**src/common/scs_pkg.sv**
```systemverilog
// Constants for the serial control and clock select block.
// Assumes a 32-bit AXI4-Lite master and one 125 MHz clock.
package scs_pkg;

  // ************************************************************
  // Register byte addresses
  // ************************************************************
  localparam logic [4:0] SCS_OFF_CTRL = 5'h00;
  localparam logic [4:0] SCS_OFF_MODE = 5'h04;
  localparam logic [4:0] SCS_OFF_CARD = 5'h08;
  localparam logic [4:0] SCS_OFF_STAT = 5'h0c;
  localparam logic [4:0] SCS_OFF_TXD = 5'h10;
  localparam logic [4:0] SCS_OFF_RXD = 5'h14;

  // ************************************************************
  // serial_control_reg fields
  // ************************************************************
  localparam int SCS_CTRL_TX_IRQ_EN = 7;
  localparam int SCS_CTRL_RX_IRQ_EN = 6;
  localparam int SCS_CTRL_TX_EN = 5;
  localparam int SCS_CTRL_RX_EN = 4;
  localparam int SCS_CTRL_WAKE_EN = 3;
  localparam int SCS_CTRL_TX_END_IRQ_EN = 2;
  localparam int SCS_CTRL_CKH = 1;
  localparam int SCS_CTRL_CKL = 0;
  localparam logic [7:0] SCS_CTRL_RST = 8'h00;

  // ************************************************************
  // serial_mode_reg and card_mode_reg fields
  // ************************************************************
  localparam int SCS_MODE_SYNC = 0;
  localparam int SCS_MODE_MULTIPROC = 1;
  localparam int SCS_MODE_GUARD = 2;
  localparam logic [2:0] SCS_MODE_RST = 3'h0;
  localparam int SCS_CARD_SEL = 0;
  localparam logic SCS_CARD_RST = 1'b0;

  // ************************************************************
  // Status fields
  // ************************************************************
  localparam int SCS_ST_TXROOM = 0;
  localparam int SCS_ST_RXFULL = 1;
  localparam int SCS_ST_FRAME = 2;
  localparam int SCS_ST_OVRUN = 3;
  localparam int SCS_ST_TXEND = 4;
  localparam int SCS_ST_TXEMPTY = 5;
  localparam int SCS_ST_MPB = 6;

  // ************************************************************
  // Buffer and bus codes
  // ************************************************************
  localparam int SCS_FIFO_DEPTH = 32;
  localparam int SCS_FIFO_WIDTH = 8;
  localparam logic [1:0] SCS_RESP_OKAY = 2'h0;
  localparam logic [1:0] SCS_RESP_SLVERR = 2'h2;

endpackage

```
**src/core/scs_ctrl.sv**
```systemverilog
// Serial control register, clock source select and transmit buffer.
// Assumes an AXI4-Lite master, a bit-rate clock level from the baud
// generator, and a shifter core that takes and gives characters.
//
// Operation
// - Async 00: internal clock, pin is port
// - Async 01: internal clock, bit clock out
// - Async 1x: external x16 clock from pin
// - Sync 0x: internal clock driven out
// - Sync 1x: pin is clock input
// - Card mode select picks card meanings
// - Card mode: tx irq needs bit 7
// - Rx data and error irq need bit 6
// - Transmit only while bit 5 set
// - Receive only while bit 4 set
// - Wake enable only async with multiproc format
// - Card, no guard: 00 port, 01 clock
// - Card guard: 00 low, 10 high, x1 clock
// - Guard mode clock setting switches live
// - Wake enable skips mpb 0, clears on 1
`timescale 1ns/100ps

// ************************************************************
// Synchronous FIFO
// ************************************************************
module scs_fifo #(
  parameter int WIDTH = 8,
  parameter int DEPTH = 32
) (
  input wire logic core_clk_in,
  input wire logic rst_in,
  input wire logic in_valid_in,
  output logic in_ready_out,
  input wire logic [WIDTH-1:0] in_data_in,
  output logic out_valid_out,
  input wire logic out_ready_in,
  output logic [WIDTH-1:0] out_data_out
);
  localparam int AW = $clog2(DEPTH);
  logic [WIDTH-1:0] mem_q [DEPTH];
  logic [AW-1:0] wr_ptr_q;
  logic [AW-1:0] rd_ptr_q;
  logic [AW:0] count_q;
  wire push = in_valid_in && in_ready_out;
  wire pop = out_valid_out && out_ready_in;

  assign in_ready_out = (count_q != (AW+1)'(DEPTH));
  assign out_valid_out = (count_q != '0);
  assign out_data_out = mem_q[rd_ptr_q];

  always_ff @(posedge core_clk_in) begin
    if (rst_in) begin
      wr_ptr_q <= '0;
      rd_ptr_q <= '0;
      count_q <= '0;
    end else begin
      if (push) begin
        mem_q[wr_ptr_q] <= in_data_in;
        wr_ptr_q <= wr_ptr_q + 1'b1;
      end
      if (pop) begin
        rd_ptr_q <= rd_ptr_q + 1'b1;
      end
      if (push && !pop) begin
        count_q <= count_q + 1'b1;
      end else if (pop && !push) begin
        count_q <= count_q - 1'b1;
      end
    end
  end
endmodule // scs_fifo

// ************************************************************
// Top level
// ************************************************************
module scs_ctrl
  import scs_pkg::*;
(
  input wire logic core_clk_in,
  input wire logic rst_in,
  input wire logic s_axi_awvalid,
  output logic s_axi_awready,
  input wire logic [4:0] s_axi_awaddr,
  input wire logic s_axi_wvalid,
  output logic s_axi_wready,
  input wire logic [31:0] s_axi_wdata,
  input wire logic [3:0] s_axi_wstrb,
  output logic s_axi_bvalid,
  input wire logic s_axi_bready,
  output logic [1:0] s_axi_bresp,
  input wire logic s_axi_arvalid,
  output logic s_axi_arready,
  input wire logic [4:0] s_axi_araddr,
  output logic s_axi_rvalid,
  input wire logic s_axi_rready,
  output logic [31:0] s_axi_rdata,
  output logic [1:0] s_axi_rresp,
  input wire logic brg_clk_in,
  input wire logic sck_in,
  output logic sck_out,
  output logic sck_oe_n_out,
  output logic sck_is_port_out,
  output logic xfer_clk_out,
  output logic xfer_clk_ext_out,
  output logic ext_clk_x16_out,
  output logic tx_enable_out,
  output logic tx_valid_out,
  input wire logic tx_ready_in,
  output logic [7:0] tx_data_out,
  input wire logic tx_end_in,
  output logic rx_enable_out,
  input wire logic rx_valid_in,
  input wire logic [7:0] rx_data_in,
  input wire logic rx_mpb_in,
  input wire logic rx_frame_err_in,
  output logic tx_data_irq_out,
  output logic rx_data_irq_out,
  output logic rx_error_irq_out,
  output logic tx_end_irq_out
);

  // ************************************************************
  // State
  // ************************************************************
  logic [7:0] serial_control_reg_q, rx_data_q;
  logic [2:0] serial_mode_reg_q;
  logic [4:0] aw_addr_q;
  logic [31:0] w_data_q, rdata_d, rdata_q;
  logic [1:0] bresp_q, rresp_q;
  logic card_mode_reg_q, aw_full_q, w_full_q, w_lane_q, bvalid_q, rvalid_q;
  logic rx_mpb_q, rx_full_q, rx_frame_q, rx_ovrun_q;
  logic sck_q, sck_oe_n_q, sck_port_q, xfer_clk_q, xfer_ext_q, x16_q;

  // ************************************************************
  // Control decode
  // ************************************************************
  wire [1:0] clk_sel = {serial_control_reg_q[SCS_CTRL_CKH],
                        serial_control_reg_q[SCS_CTRL_CKL]};
  wire tx_irq_enable = serial_control_reg_q[SCS_CTRL_TX_IRQ_EN];
  wire rx_irq_enable = serial_control_reg_q[SCS_CTRL_RX_IRQ_EN];
  wire tx_enable = serial_control_reg_q[SCS_CTRL_TX_EN];
  wire rx_enable = serial_control_reg_q[SCS_CTRL_RX_EN];
  wire addr_wake_enable = serial_control_reg_q[SCS_CTRL_WAKE_EN];
  wire tx_end_irq_enable = serial_control_reg_q[SCS_CTRL_TX_END_IRQ_EN];
  wire sync_mode = serial_mode_reg_q[SCS_MODE_SYNC];
  wire multiproc_format = serial_mode_reg_q[SCS_MODE_MULTIPROC];
  wire block_guard_mode = serial_mode_reg_q[SCS_MODE_GUARD];
  wire card_mode_select = card_mode_reg_q;
  // Card mode takes no wake feature; bit 3 is masked while card mode is selected
  wire wake_active = addr_wake_enable && multiproc_format
                     && !sync_mode && !card_mode_select;

  // ************************************************************
  // Clock pin function
  // ************************************************************
  // Rebuilt every cycle, so guard mode switches without a stop
  wire card_guard = card_mode_select && block_guard_mode;
  wire card_plain = card_mode_select && !block_guard_mode;
  wire sel_drive_clk =
      (card_guard && clk_sel[0])
    || (card_plain && clk_sel == 2'h1)
    || (!card_mode_select && sync_mode && !clk_sel[1])
    || (!card_mode_select && !sync_mode
        && clk_sel == 2'h1);
  wire sel_drive_low = card_guard && clk_sel == 2'h0;
  wire sel_drive_high = card_guard && clk_sel == 2'h2;
  wire sel_ext = !card_mode_select && clk_sel[1];
  // Reserved card codes 1x without guard fall back to port use
  wire sel_port = !sel_drive_clk && !sel_drive_low
                  && !sel_drive_high && !sel_ext;
  always_ff @(posedge core_clk_in) begin
    if (rst_in) begin
      sck_q <= 1'b0;
      sck_oe_n_q <= 1'b1;
      sck_port_q <= 1'b1;
      xfer_clk_q <= 1'b0;
      xfer_ext_q <= 1'b0;
      x16_q <= 1'b0;
    end else begin
      sck_q <= sel_drive_clk ? brg_clk_in : sel_drive_high;
      sck_oe_n_q <= !(sel_drive_clk || sel_drive_low
                      || sel_drive_high);
      sck_port_q <= sel_port;
      xfer_clk_q <= sel_ext ? sck_in : brg_clk_in;
      xfer_ext_q <= sel_ext;
      x16_q <= sel_ext && !sync_mode;
    end
  end
  assign sck_out = sck_q;
  assign sck_oe_n_out = sck_oe_n_q;
  assign sck_is_port_out = sck_port_q;
  assign xfer_clk_out = xfer_clk_q;
  assign xfer_clk_ext_out = xfer_ext_q;
  assign ext_clk_x16_out = x16_q;

  // ************************************************************
  // Write channel
  // ************************************************************
  wire fifo_in_ready;
  wire aw_take = s_axi_awvalid && !aw_full_q;
  wire w_take = s_axi_wvalid && !w_full_q;
  wire wr_ctrl = aw_addr_q == SCS_OFF_CTRL;
  wire wr_mode = aw_addr_q == SCS_OFF_MODE;
  wire wr_card = aw_addr_q == SCS_OFF_CARD;
  wire wr_stat = aw_addr_q == SCS_OFF_STAT;
  wire wr_txd = aw_addr_q == SCS_OFF_TXD;
  // Word-aligned map, so every address up to the last is mapped
  wire wr_known = aw_addr_q <= SCS_OFF_RXD;
  // A data write waits while the buffer is full: back-pressure
  wire wr_fire = aw_full_q && w_full_q && !bvalid_q
                 && (!wr_txd || fifo_in_ready || !w_lane_q);
  wire lane0 = wr_fire && w_lane_q;
  assign s_axi_awready = !aw_full_q;
  assign s_axi_wready = !w_full_q;

  always_ff @(posedge core_clk_in) begin
    if (rst_in) begin
      aw_full_q <= 1'b0;
      aw_addr_q <= 5'h00;
    end else if (aw_take) begin
      aw_full_q <= 1'b1;
      aw_addr_q <= {s_axi_awaddr[4:2], 2'h0};
    end else if (wr_fire) begin
      aw_full_q <= 1'b0;
    end
  end
  always_ff @(posedge core_clk_in) begin
    if (rst_in) begin
      w_full_q <= 1'b0;
      w_data_q <= 32'h0000_0000;
      w_lane_q <= 1'b0;
    end else if (w_take) begin
      w_full_q <= 1'b1;
      w_data_q <= s_axi_wdata;
      w_lane_q <= s_axi_wstrb[0];
    end else if (wr_fire) begin
      w_full_q <= 1'b0;
    end
  end
  always_ff @(posedge core_clk_in) begin
    if (rst_in) begin
      bvalid_q <= 1'b0;
      bresp_q <= SCS_RESP_OKAY;
    end else if (wr_fire) begin
      bvalid_q <= 1'b1;
      bresp_q <= wr_known ? SCS_RESP_OKAY : SCS_RESP_SLVERR;
    end else if (s_axi_bready) begin
      bvalid_q <= 1'b0;
    end
  end
  assign s_axi_bvalid = bvalid_q;
  assign s_axi_bresp = bresp_q;

  // ************************************************************
  // Receive capture
  // ************************************************************
  wire rd_rxd;
  wire rx_accept = rx_valid_in && rx_enable;
  wire rx_skip = wake_active && !rx_mpb_in;
  wire rx_take = rx_accept && !rx_skip;
  wire wake_clear = rx_accept && wake_active && rx_mpb_in;
  wire [1:0] stat_clr = lane0 && wr_stat ?
      {w_data_q[SCS_ST_OVRUN], w_data_q[SCS_ST_FRAME]} : 2'h0;

  always_ff @(posedge core_clk_in) begin
    if (rst_in) begin
      rx_data_q <= 8'h00;
      rx_mpb_q <= 1'b0;
    end else if (rx_take) begin
      rx_data_q <= rx_data_in;
      rx_mpb_q <= rx_mpb_in;
    end
  end
  // Setting beats a clear in the same cycle
  always_ff @(posedge core_clk_in) begin
    if (rst_in) begin
      rx_full_q <= 1'b0;
      rx_frame_q <= 1'b0;
      rx_ovrun_q <= 1'b0;
    end else begin
      rx_full_q <= rx_take || (rx_full_q && !rd_rxd);
      rx_frame_q <= (rx_take && rx_frame_err_in)
                    || (rx_frame_q && !stat_clr[0]);
      rx_ovrun_q <= (rx_take && rx_full_q && !rd_rxd)
                    || (rx_ovrun_q && !stat_clr[1]);
    end
  end

  // ************************************************************
  // Control registers
  // ************************************************************
  // A software write beats the hardware wake clear
  always_ff @(posedge core_clk_in) begin
    if (rst_in) begin
      serial_control_reg_q <= SCS_CTRL_RST;
      serial_mode_reg_q <= SCS_MODE_RST;
      card_mode_reg_q <= SCS_CARD_RST;
    end else begin
      if (lane0 && wr_ctrl) begin
        serial_control_reg_q <= w_data_q[7:0];
      end else if (wake_clear) begin
        serial_control_reg_q[SCS_CTRL_WAKE_EN] <= 1'b0;
      end
      if (lane0 && wr_mode) begin
        serial_mode_reg_q <= w_data_q[2:0];
      end
      if (lane0 && wr_card) begin
        card_mode_reg_q <= w_data_q[SCS_CARD_SEL];
      end
    end
  end

  // ************************************************************
  // Transmit buffer
  // ************************************************************
  wire fifo_out_valid;
  wire [7:0] fifo_out_data;
  wire fifo_out_ready = tx_ready_in && tx_enable;
  scs_fifo #(
    .WIDTH(SCS_FIFO_WIDTH),
    .DEPTH(SCS_FIFO_DEPTH)
  ) u_tx_fifo (
    .core_clk_in(core_clk_in),
    .rst_in(rst_in),
    .in_valid_in(lane0 && wr_txd),
    .in_ready_out(fifo_in_ready),
    .in_data_in(w_data_q[7:0]),
    .out_valid_out(fifo_out_valid),
    .out_ready_in(fifo_out_ready),
    .out_data_out(fifo_out_data)
  );
  assign tx_enable_out = tx_enable;
  assign rx_enable_out = rx_enable;
  assign tx_valid_out = fifo_out_valid && tx_enable;
  assign tx_data_out = fifo_out_data;

  // ************************************************************
  // Interrupt requests
  // ************************************************************
  // Plain gates: each request drops as soon as either input does
  assign tx_data_irq_out = tx_irq_enable && fifo_in_ready;
  assign rx_data_irq_out = rx_irq_enable && rx_full_q;
  assign rx_error_irq_out = rx_irq_enable
                            && (rx_frame_q || rx_ovrun_q);
  assign tx_end_irq_out = tx_end_irq_enable && tx_end_in;

  // ************************************************************
  // Read channel
  // ************************************************************
  wire ar_take = s_axi_arvalid && !rvalid_q;
  wire [4:0] ar_addr = {s_axi_araddr[4:2], 2'h0};
  wire rd_known = ar_addr <= SCS_OFF_RXD;
  assign s_axi_arready = !rvalid_q;
  assign rd_rxd = ar_take && ar_addr == SCS_OFF_RXD;
  always_comb begin
    rdata_d = 32'h0000_0000;
    unique case (ar_addr)
      SCS_OFF_CTRL: rdata_d[7:0] = serial_control_reg_q;
      SCS_OFF_MODE: rdata_d[2:0] = serial_mode_reg_q;
      SCS_OFF_CARD: rdata_d[SCS_CARD_SEL] = card_mode_reg_q;
      SCS_OFF_STAT: begin
        rdata_d[SCS_ST_TXROOM] = fifo_in_ready;
        rdata_d[SCS_ST_RXFULL] = rx_full_q;
        rdata_d[SCS_ST_FRAME] = rx_frame_q;
        rdata_d[SCS_ST_OVRUN] = rx_ovrun_q;
        rdata_d[SCS_ST_TXEND] = tx_end_in;
        rdata_d[SCS_ST_TXEMPTY] = !fifo_out_valid;
        rdata_d[SCS_ST_MPB] = rx_mpb_q;
      end
      SCS_OFF_RXD: rdata_d[7:0] = rx_data_q;
      default: rdata_d = 32'h0000_0000;
    endcase
  end
  always_ff @(posedge core_clk_in) begin
    if (rst_in) begin
      rvalid_q <= 1'b0;
      rdata_q <= 32'h0000_0000;
      rresp_q <= SCS_RESP_OKAY;
    end else if (ar_take) begin
      rvalid_q <= 1'b1;
      rdata_q <= rdata_d;
      rresp_q <= rd_known ? SCS_RESP_OKAY : SCS_RESP_SLVERR;
    end else if (s_axi_rready) begin
      rvalid_q <= 1'b0;
    end
  end
  assign s_axi_rvalid = rvalid_q;
  assign s_axi_rdata = rdata_q;
  assign s_axi_rresp = rresp_q;

endmodule // scs_ctrl

```
**config.mk**
```make
export PLATFORM = sky130hd
export DESIGN_NAME = scs_ctrl
export DESIGN_NICKNAME = d
export VERILOG_FILES = /design/src/common/scs_pkg.sv /design/src/core/scs_ctrl.sv
export SDC_FILE = /design/constraint.sdc
export NUM_CORES = 1
export LEC_CHECK = 0
export ABC_CLOCK_PERIOD_IN_PS = 3600
export BUFFER_PORTS_ARGS = -buffer_cell sky130_fd_sc_hd__clkbuf_2
export CORE_MARGIN = 4
export CORE_UTILIZATION = 45
export DETAILED_ROUTE_END_ITERATION = 10
export GPL_ROUTABILITY_DRIVEN = 0
export SYNTH_ARGS = -nofsm -noshare
export SYNTH_HDL_FRONTEND = slang
export SYNTH_SLANG_ARGS = --single-unit
```
**constraint.sdc**
```tcl
create_clock -name core_clk_in -period 3.6 [get_ports core_clk_in]
set_clock_uncertainty 0.05 [all_clocks]
set_input_delay 0.54 -clock core_clk_in [delete_from_list [all_inputs] [get_ports core_clk_in]]
set_output_delay 0.54 -clock core_clk_in [all_outputs]
set_load 0.02 [all_outputs]
```
Word level (Yosys, flattened, before mapping)
Memory sizes are Yosys's and may differ from the RTL's. A register that Yosys moved wholly into a read port is not among the register bits. Index checks and enable logic that the tools add are counted.

Bits of input ports: 68. Memories: 1. Word-level logic and storage cells: 167. Register bits: 74. Memory bits (writable): 256. Output and inout port bits: 62.

Memories: u_tx_fifo.mem_q (depth 32, bits a word 8, read ports 1, clocked after memory_dff 1, wr ports 1, RTL line scs_ctrl.sv:40) `logic [WIDTH-1:0] mem_q [DEPTH];`.

Add/sub/neg operators: 4. Multiplexer cells: 25. Magnitude comparators: 2. Eq/ne operators: 11. Reduce and logical (&&, ||, !) cells: 96.

Operators by type and width (count): logical AND 1 bit (52); logical NOT 1 bit (23); two-way mux 1 bit (14); == test 3 x 2 -> 1 bit, second input constant (4); two-way mux 6 bit (2); case mux 4 bit (3 select lines) (1); nonzero test 2 bit (6); logical OR 1 bit (11); adder 5 x 1 -> 5 bit, second input constant (2); less-or-equal comparator 5 bit, second input constant (2); logical NOT 5 bit (2); two-way mux 5 bit (2); case mux 2 bit (4 select lines) (1); adder 6 x 1 -> 6 bit, second input constant (1); == test 3 x 1 -> 1 bit, second input constant (2); == test 3 bit, second input constant (2); two-way mux 2 bit (3); inequality test 6 bit, second input constant (1); nonzero test 6 bit (1); subtractor 6 x 1 -> 6 bit, second input constant (1); case mux 1 bit (5 select lines) (1); == test 2 x 1 -> 1 bit, second input constant (1); == test 2 bit, second input constant (1); logical NOT 2 bit (1); case mux 1 bit (2 select lines) (1).

Depth between registers and ports, before layout
Depth after elaboration: 12. Depth in mapped cells: 10.

By module
From an unflattened synthesis, not the netlist that was laid out.

Cell total of the unflattened synthesis: 955. Area, all modules: 13980.9 um2.

By module, submodules not included: scs_fifo (cells each 630, instances 1, area each 11165.7 um2); scs_ctrl (cells each 325, instances 1, area each 2815.2 um2).

Least setup slack after synthesis
Ideal clock, no wire load.

Kind: register to register. Start point: register u_tx_fifo.count_q[0]. End point: register u_tx_fifo.count_q[5]. Setup time: 123 ps. Stages on the path, launching flop included: 10. Clock period less this slack: 2930 ps. Data arrival time: 2757 ps. Data required time: 3427 ps. Slack: 670 ps. Cell sequence: dfxtp_1 > or4_4 > o311ai_4 > ha_1 > inv_1 > ha_1 > or4_1 > a21oi_1 > nand4b_1 > mux2_1.

Cells in the longest elaborated chain, start to end: 10.

RTL lines: from (decl) (RTL line scs_ctrl.sv:43) `logic [AW:0] count_q;`; from (signal assigned) (RTL line scs_ctrl.sv:65) `count_q <= count_q + 1'b1;`; from (signal assigned) (RTL line scs_ctrl.sv:67) `count_q <= count_q - 1'b1;`; inequality test 6 bit (RTL line scs_ctrl.sv:47) `assign in_ready_out = (count_q != (AW+1)'(DEPTH));`; logical OR 1 bit (2 in series) (RTL line scs_ctrl.sv:211) `&& (!wr_txd || fifo_in_ready || !w_lane_q);`; logical AND 1 bit (RTL line scs_ctrl.sv:211); logical AND 1 bit (RTL line scs_ctrl.sv:212) `wire lane0 = wr_fire && w_lane_q;`; logical AND 1 bit (RTL line scs_ctrl.sv:325) `.in_valid_in(lane0 && wr_txd),`; logical AND 1 bit (RTL line scs_ctrl.sv:44) `wire push = in_valid_in && in_ready_out;`; logical NOT 1 bit (RTL line scs_ctrl.sv:66) `end else if (pop && !push) begin`; logical AND 1 bit (RTL line scs_ctrl.sv:66); nonzero test 2 bit (no line).

Several ways; a longest one is shown, not always the timed one. The select of a mux whose other input is x is not followed. A chain may end at the register's enable or synchronous reset.

==> impl_metrics.py <==
metrics = {
    "status": {
        "status": "finished, final reports clean",
    },
    "yosys": {
        "synth_cell_types": 64,
        "synth_area_per_cell_um2": 14.81,
        "ys_ff_latch": 333,
        "netlist_area_um2": 13720,
        "synth_ff_type": "edfxtp_1",
        "async_reset_ff_share_pct": 0,
        "ys_warn_count": 0,
        "synthCells": 926,
        "synth_edf_count": 256,
        "seq_area_frac_synth_pct": 67.27,
    },
    "global_routing": {
        "grt_max_degree": 79,
        "grtUsageTotal_pct": 17.64,
        "grt_first_pass_wirelength_um": 45640,
        "grt-ovfl-total": 0,
        "grt_pass1_vias": 7768,
        "antenna_found_initial": 0,
    },
    "hold_path": {
        "min-delay-start": "s_axi_wdata[5]",
        "hold_path_class": "input pin to flop",
        "hold_path_depth": 3,
        "holdPathEnd": "w_data_q[5]",
    },
    "sta": {
        "tightest_slew_ns": 0.8472,
        "drv_slew": 0,
        "setup_viol": 0,
        "finalSetupTns_ns": 0,
        "timing.slew.headroom_pct": 43.31,
        "period_share_pct": 95.78,
        "max_clock_freq_mhz": 290.0,
        "hold_viol_final": 0,
        "rsz0062_at_grt": "no",
        "fin_crit_ns": 3.448,
    },
    "drt": {
        "drt_wl_total_um": 29600,
        "post_drt_wl_per_cell_um": 20.77,
        "vias": 7916,
        "drt_first_pass_iters": 5,
        "ant_nets": 0,
        "drtIter0Drc": 675,
        "viasPerCell": 5.555,
        "drcViolationCount": 0,
    },
    "clocking": {
        "clkTransAtPathRegs_ns": 0.06,
        "clk-insertion-delay-late_ns": 0.50,
        "cts_setup_buffers": 0,
        "cts.sinks": 333,
        "cts_buffers": 35,
        "ctsHtreeMaxLevel": 2,
        "cts_tree": "built",
        "ctsLongestPathBuffers": 3,
        "root_buffer": "clkbuf_16",
    },
    "setup_path": {
        "path_cells": "mux4_1, a22o_1, a221oi_1, nand3_1, clkbuf_2",
        "setup.worst_path.class": "flop to primary output",
        "endpoint_kind": "primary output",
        "slowest_stage": "mux4_1",
        "slowest_delay_ns": 0.61,
        "rr_startpoint": "u_tx_fifo.count_q[0]",
        "critPathMaxFanout": 17,
        "startpoint_type": "flop",
        "crit_arrival_ns": 2.86,
        "r2r_setup_slack_ns": 0.43,
        "r2r_cells": 9,
        "crit_required_ns": 3.01,
        "r2r_end": "u_tx_fifo.count_q[5]",
    },
    "power": {
        "worst_ir_drop_vdd_v": 0.0002829,
        "power.density_nw_per_um2": 503.3,
        "leakagePower_nw": 5.297,
    },
    "cells_and_area": {
        "fillerInstances": 2538,
        "num_antenna_cells": 0,
        "fin_util_pct": 51.95,
        "nNetsFinal": 1089,
        "final_cell_mix": "256 x edfxtp_1, 92 x mux2i_1, 78 x nor2_1",
        "layout_commonest_cell": "edfxtp_1",
        "post_route_cells_drive_above_1_share_pct": 17.20,
        "area_delta_synth_final_pct": 13.12,
    },
    "die": {
        "start_util_pct": 45.92,
        "pin_count": 130,
        "die_width_um": 182.6,
        "dieArea_um2": 33340,
        "rows": 63,
        "die_height_um": 182.6,
        "design.core.area_um2": 29870,
    },
    "job": {
        "maxCapViolations": 0,
    },
    "placed_design": {
        "dp_hpwl_um": 18880,
        "portBuffers": 72,
    },
}
-- layer usage --
metal  wire, um  track usage (%)
met1      13150            24.99
met2      14410            28.34
met3       1379            3.030
met4        665            4.893
met5          0                0
-- worst max-delay path by stage --
stage,slack (ns),end,cells past startpoint,start
finish,0.15,tx_data_out[1],5,flop
global route,0.04,tx_data_out[1],5,flop
CTS,0.11,tx_data_out[1],5,flop
detailed placement,0.45,tx_data_out[1],5,flop
global placement,0.47,u_tx_fifo.count_q[5],9,u_tx_fifo.count_q[0]
floorplan,0.67,u_tx_fifo.count_q[5],9,u_tx_fifo.count_q[0]
-- final cells by class --
| class | count | area (um2) | share of cell area [%] |
|---|---|---|---|
| Sequential cell | 333 | 9236 | 59.52 |
| Tap cell | 390 | 488.0 | 3.144 |
| Inverter | 11 | 41.29 | 0.2661 |
| Clock buffer | 44 | 972.2 | 6.265 |
| Multi-Input combinational cell | 534 | 4115 | 26.52 |
| Timing Repair Buffer | 95 | 558.0 | 3.596 |
| Clock inverter | 18 | 107.6 | 0.6934 |
-- stage by stage --
step	total power, mW	instances	instance area, um2	setup slack [ns]	hold WS, ns
after detailed placement	4.480	1363	14440	0.4502	0.4030
after global routing	8.058	1425	15520	0.03868	0.2063
after CTS	7.884	1425	15520	0.1109	0.1884
after global placement	4.476	1363	14440	0.4680	0.3904
final	7.810	1425	15520	0.1520	0.2059
after floorplan	4.407	951	13810	0.6702	0.3815
-- cells in the mapped netlist (all sizes together), types with 3 or more instances --
master / n / area (um2)
buf: 49 / 336.6
mux2i: 92 / 920.9
nor3: 6 / 30.03
and2: 7 / 43.79
nor2b: 16 / 100.1
o31ai: 5 / 42.54
mux4: 32 / 773.2
xor2: 5 / 43.79
nand2: 39 / 146.4
and3: 3 / 18.77
or3b: 3 / 26.28
a22oi: 33 / 247.7
dfxtp: 77 / 1541
o21a: 4 / 30.03
or4: 4 / 33.78
nand3: 47 / 235.2
edfxtp: 256 / 7687
nand2b: 6 / 37.54
nor2: 79 / 299.0
nor4: 3 / 25.02
or3: 4 / 25.02
o211ai: 4 / 30.03
mux2: 3 / 33.78
a22o: 10 / 87.58
o22ai: 3 / 18.77
nand3b: 7 / 52.55
ha: 10 / 125.1
a221oi: 10 / 87.58
a21oi: 34 / 170.2
and3b: 3 / 26.28
a211oi: 3 / 22.52
inv: 11 / 41.29
clkbuf: 24 / 90.09
o21ai: 10 / 50.05
-- critical path, delay by kind of cell, from the launching register on --
| kind | cells | cell delay, ns |
|---|---|---|
| multiplexers | 1 | 0.61 |
| flip-flops | 1 | 0.56 |
| buffers and inverters | 1 | 0.19 |
| AO/OA/AOI/OAI | 2 | 0.82 |
| AND/OR/NAND/NOR | 1 | 0.17 |
-- where the power goes --
group | total, mW | switching (mW) | internal (mW) | leakage, nW
Combinational | 0.206 | 0.152 | 0.0534 | 1.77
Clock | 3.41 | 1.43 | 1.98 | 0.543
Sequential | 4.19 | 0.0328 | 4.16 | 2.98
-- repair_timing --
item,CTS,global route
gates resized for setup,1,0
endpoints found under the setup margin,3,0
hold buffers,0,0
-- kinds of logic (layout without fill, tap and decap cells) --
group,Yosys count,count (layout),synth area share [%]
compound gates,128,128,6.576
xor+xnor,6,6,0.3831
fa+ha+maj,11,11,1.058
buf+inv,84,168,3.411
flops,333,333,67.27
mux,127,127,12.60
other cells,1,26,0.02734
simple gates,236,236,8.674
-- state kept, by name, indices dropped and copies added, names as in the netlist, 3 cells and up, named ones only --
| register | count |
|---|---|
| u_tx_fifo.mem_q | 256 |
| rx_data_q | 8 |
| s_axi_rdata | 8 |
| serial_control_reg_q | 8 |
| w_data_q | 8 |
| u_tx_fifo.count_q | 6 |
| u_tx_fifo.rd_ptr_q | 5 |
| u_tx_fifo.wr_ptr_q | 5 |
| aw_addr_q | 3 |
| serial_mode_reg_q | 3 |
No activity file was read; power rests on OpenSTA's default activity.
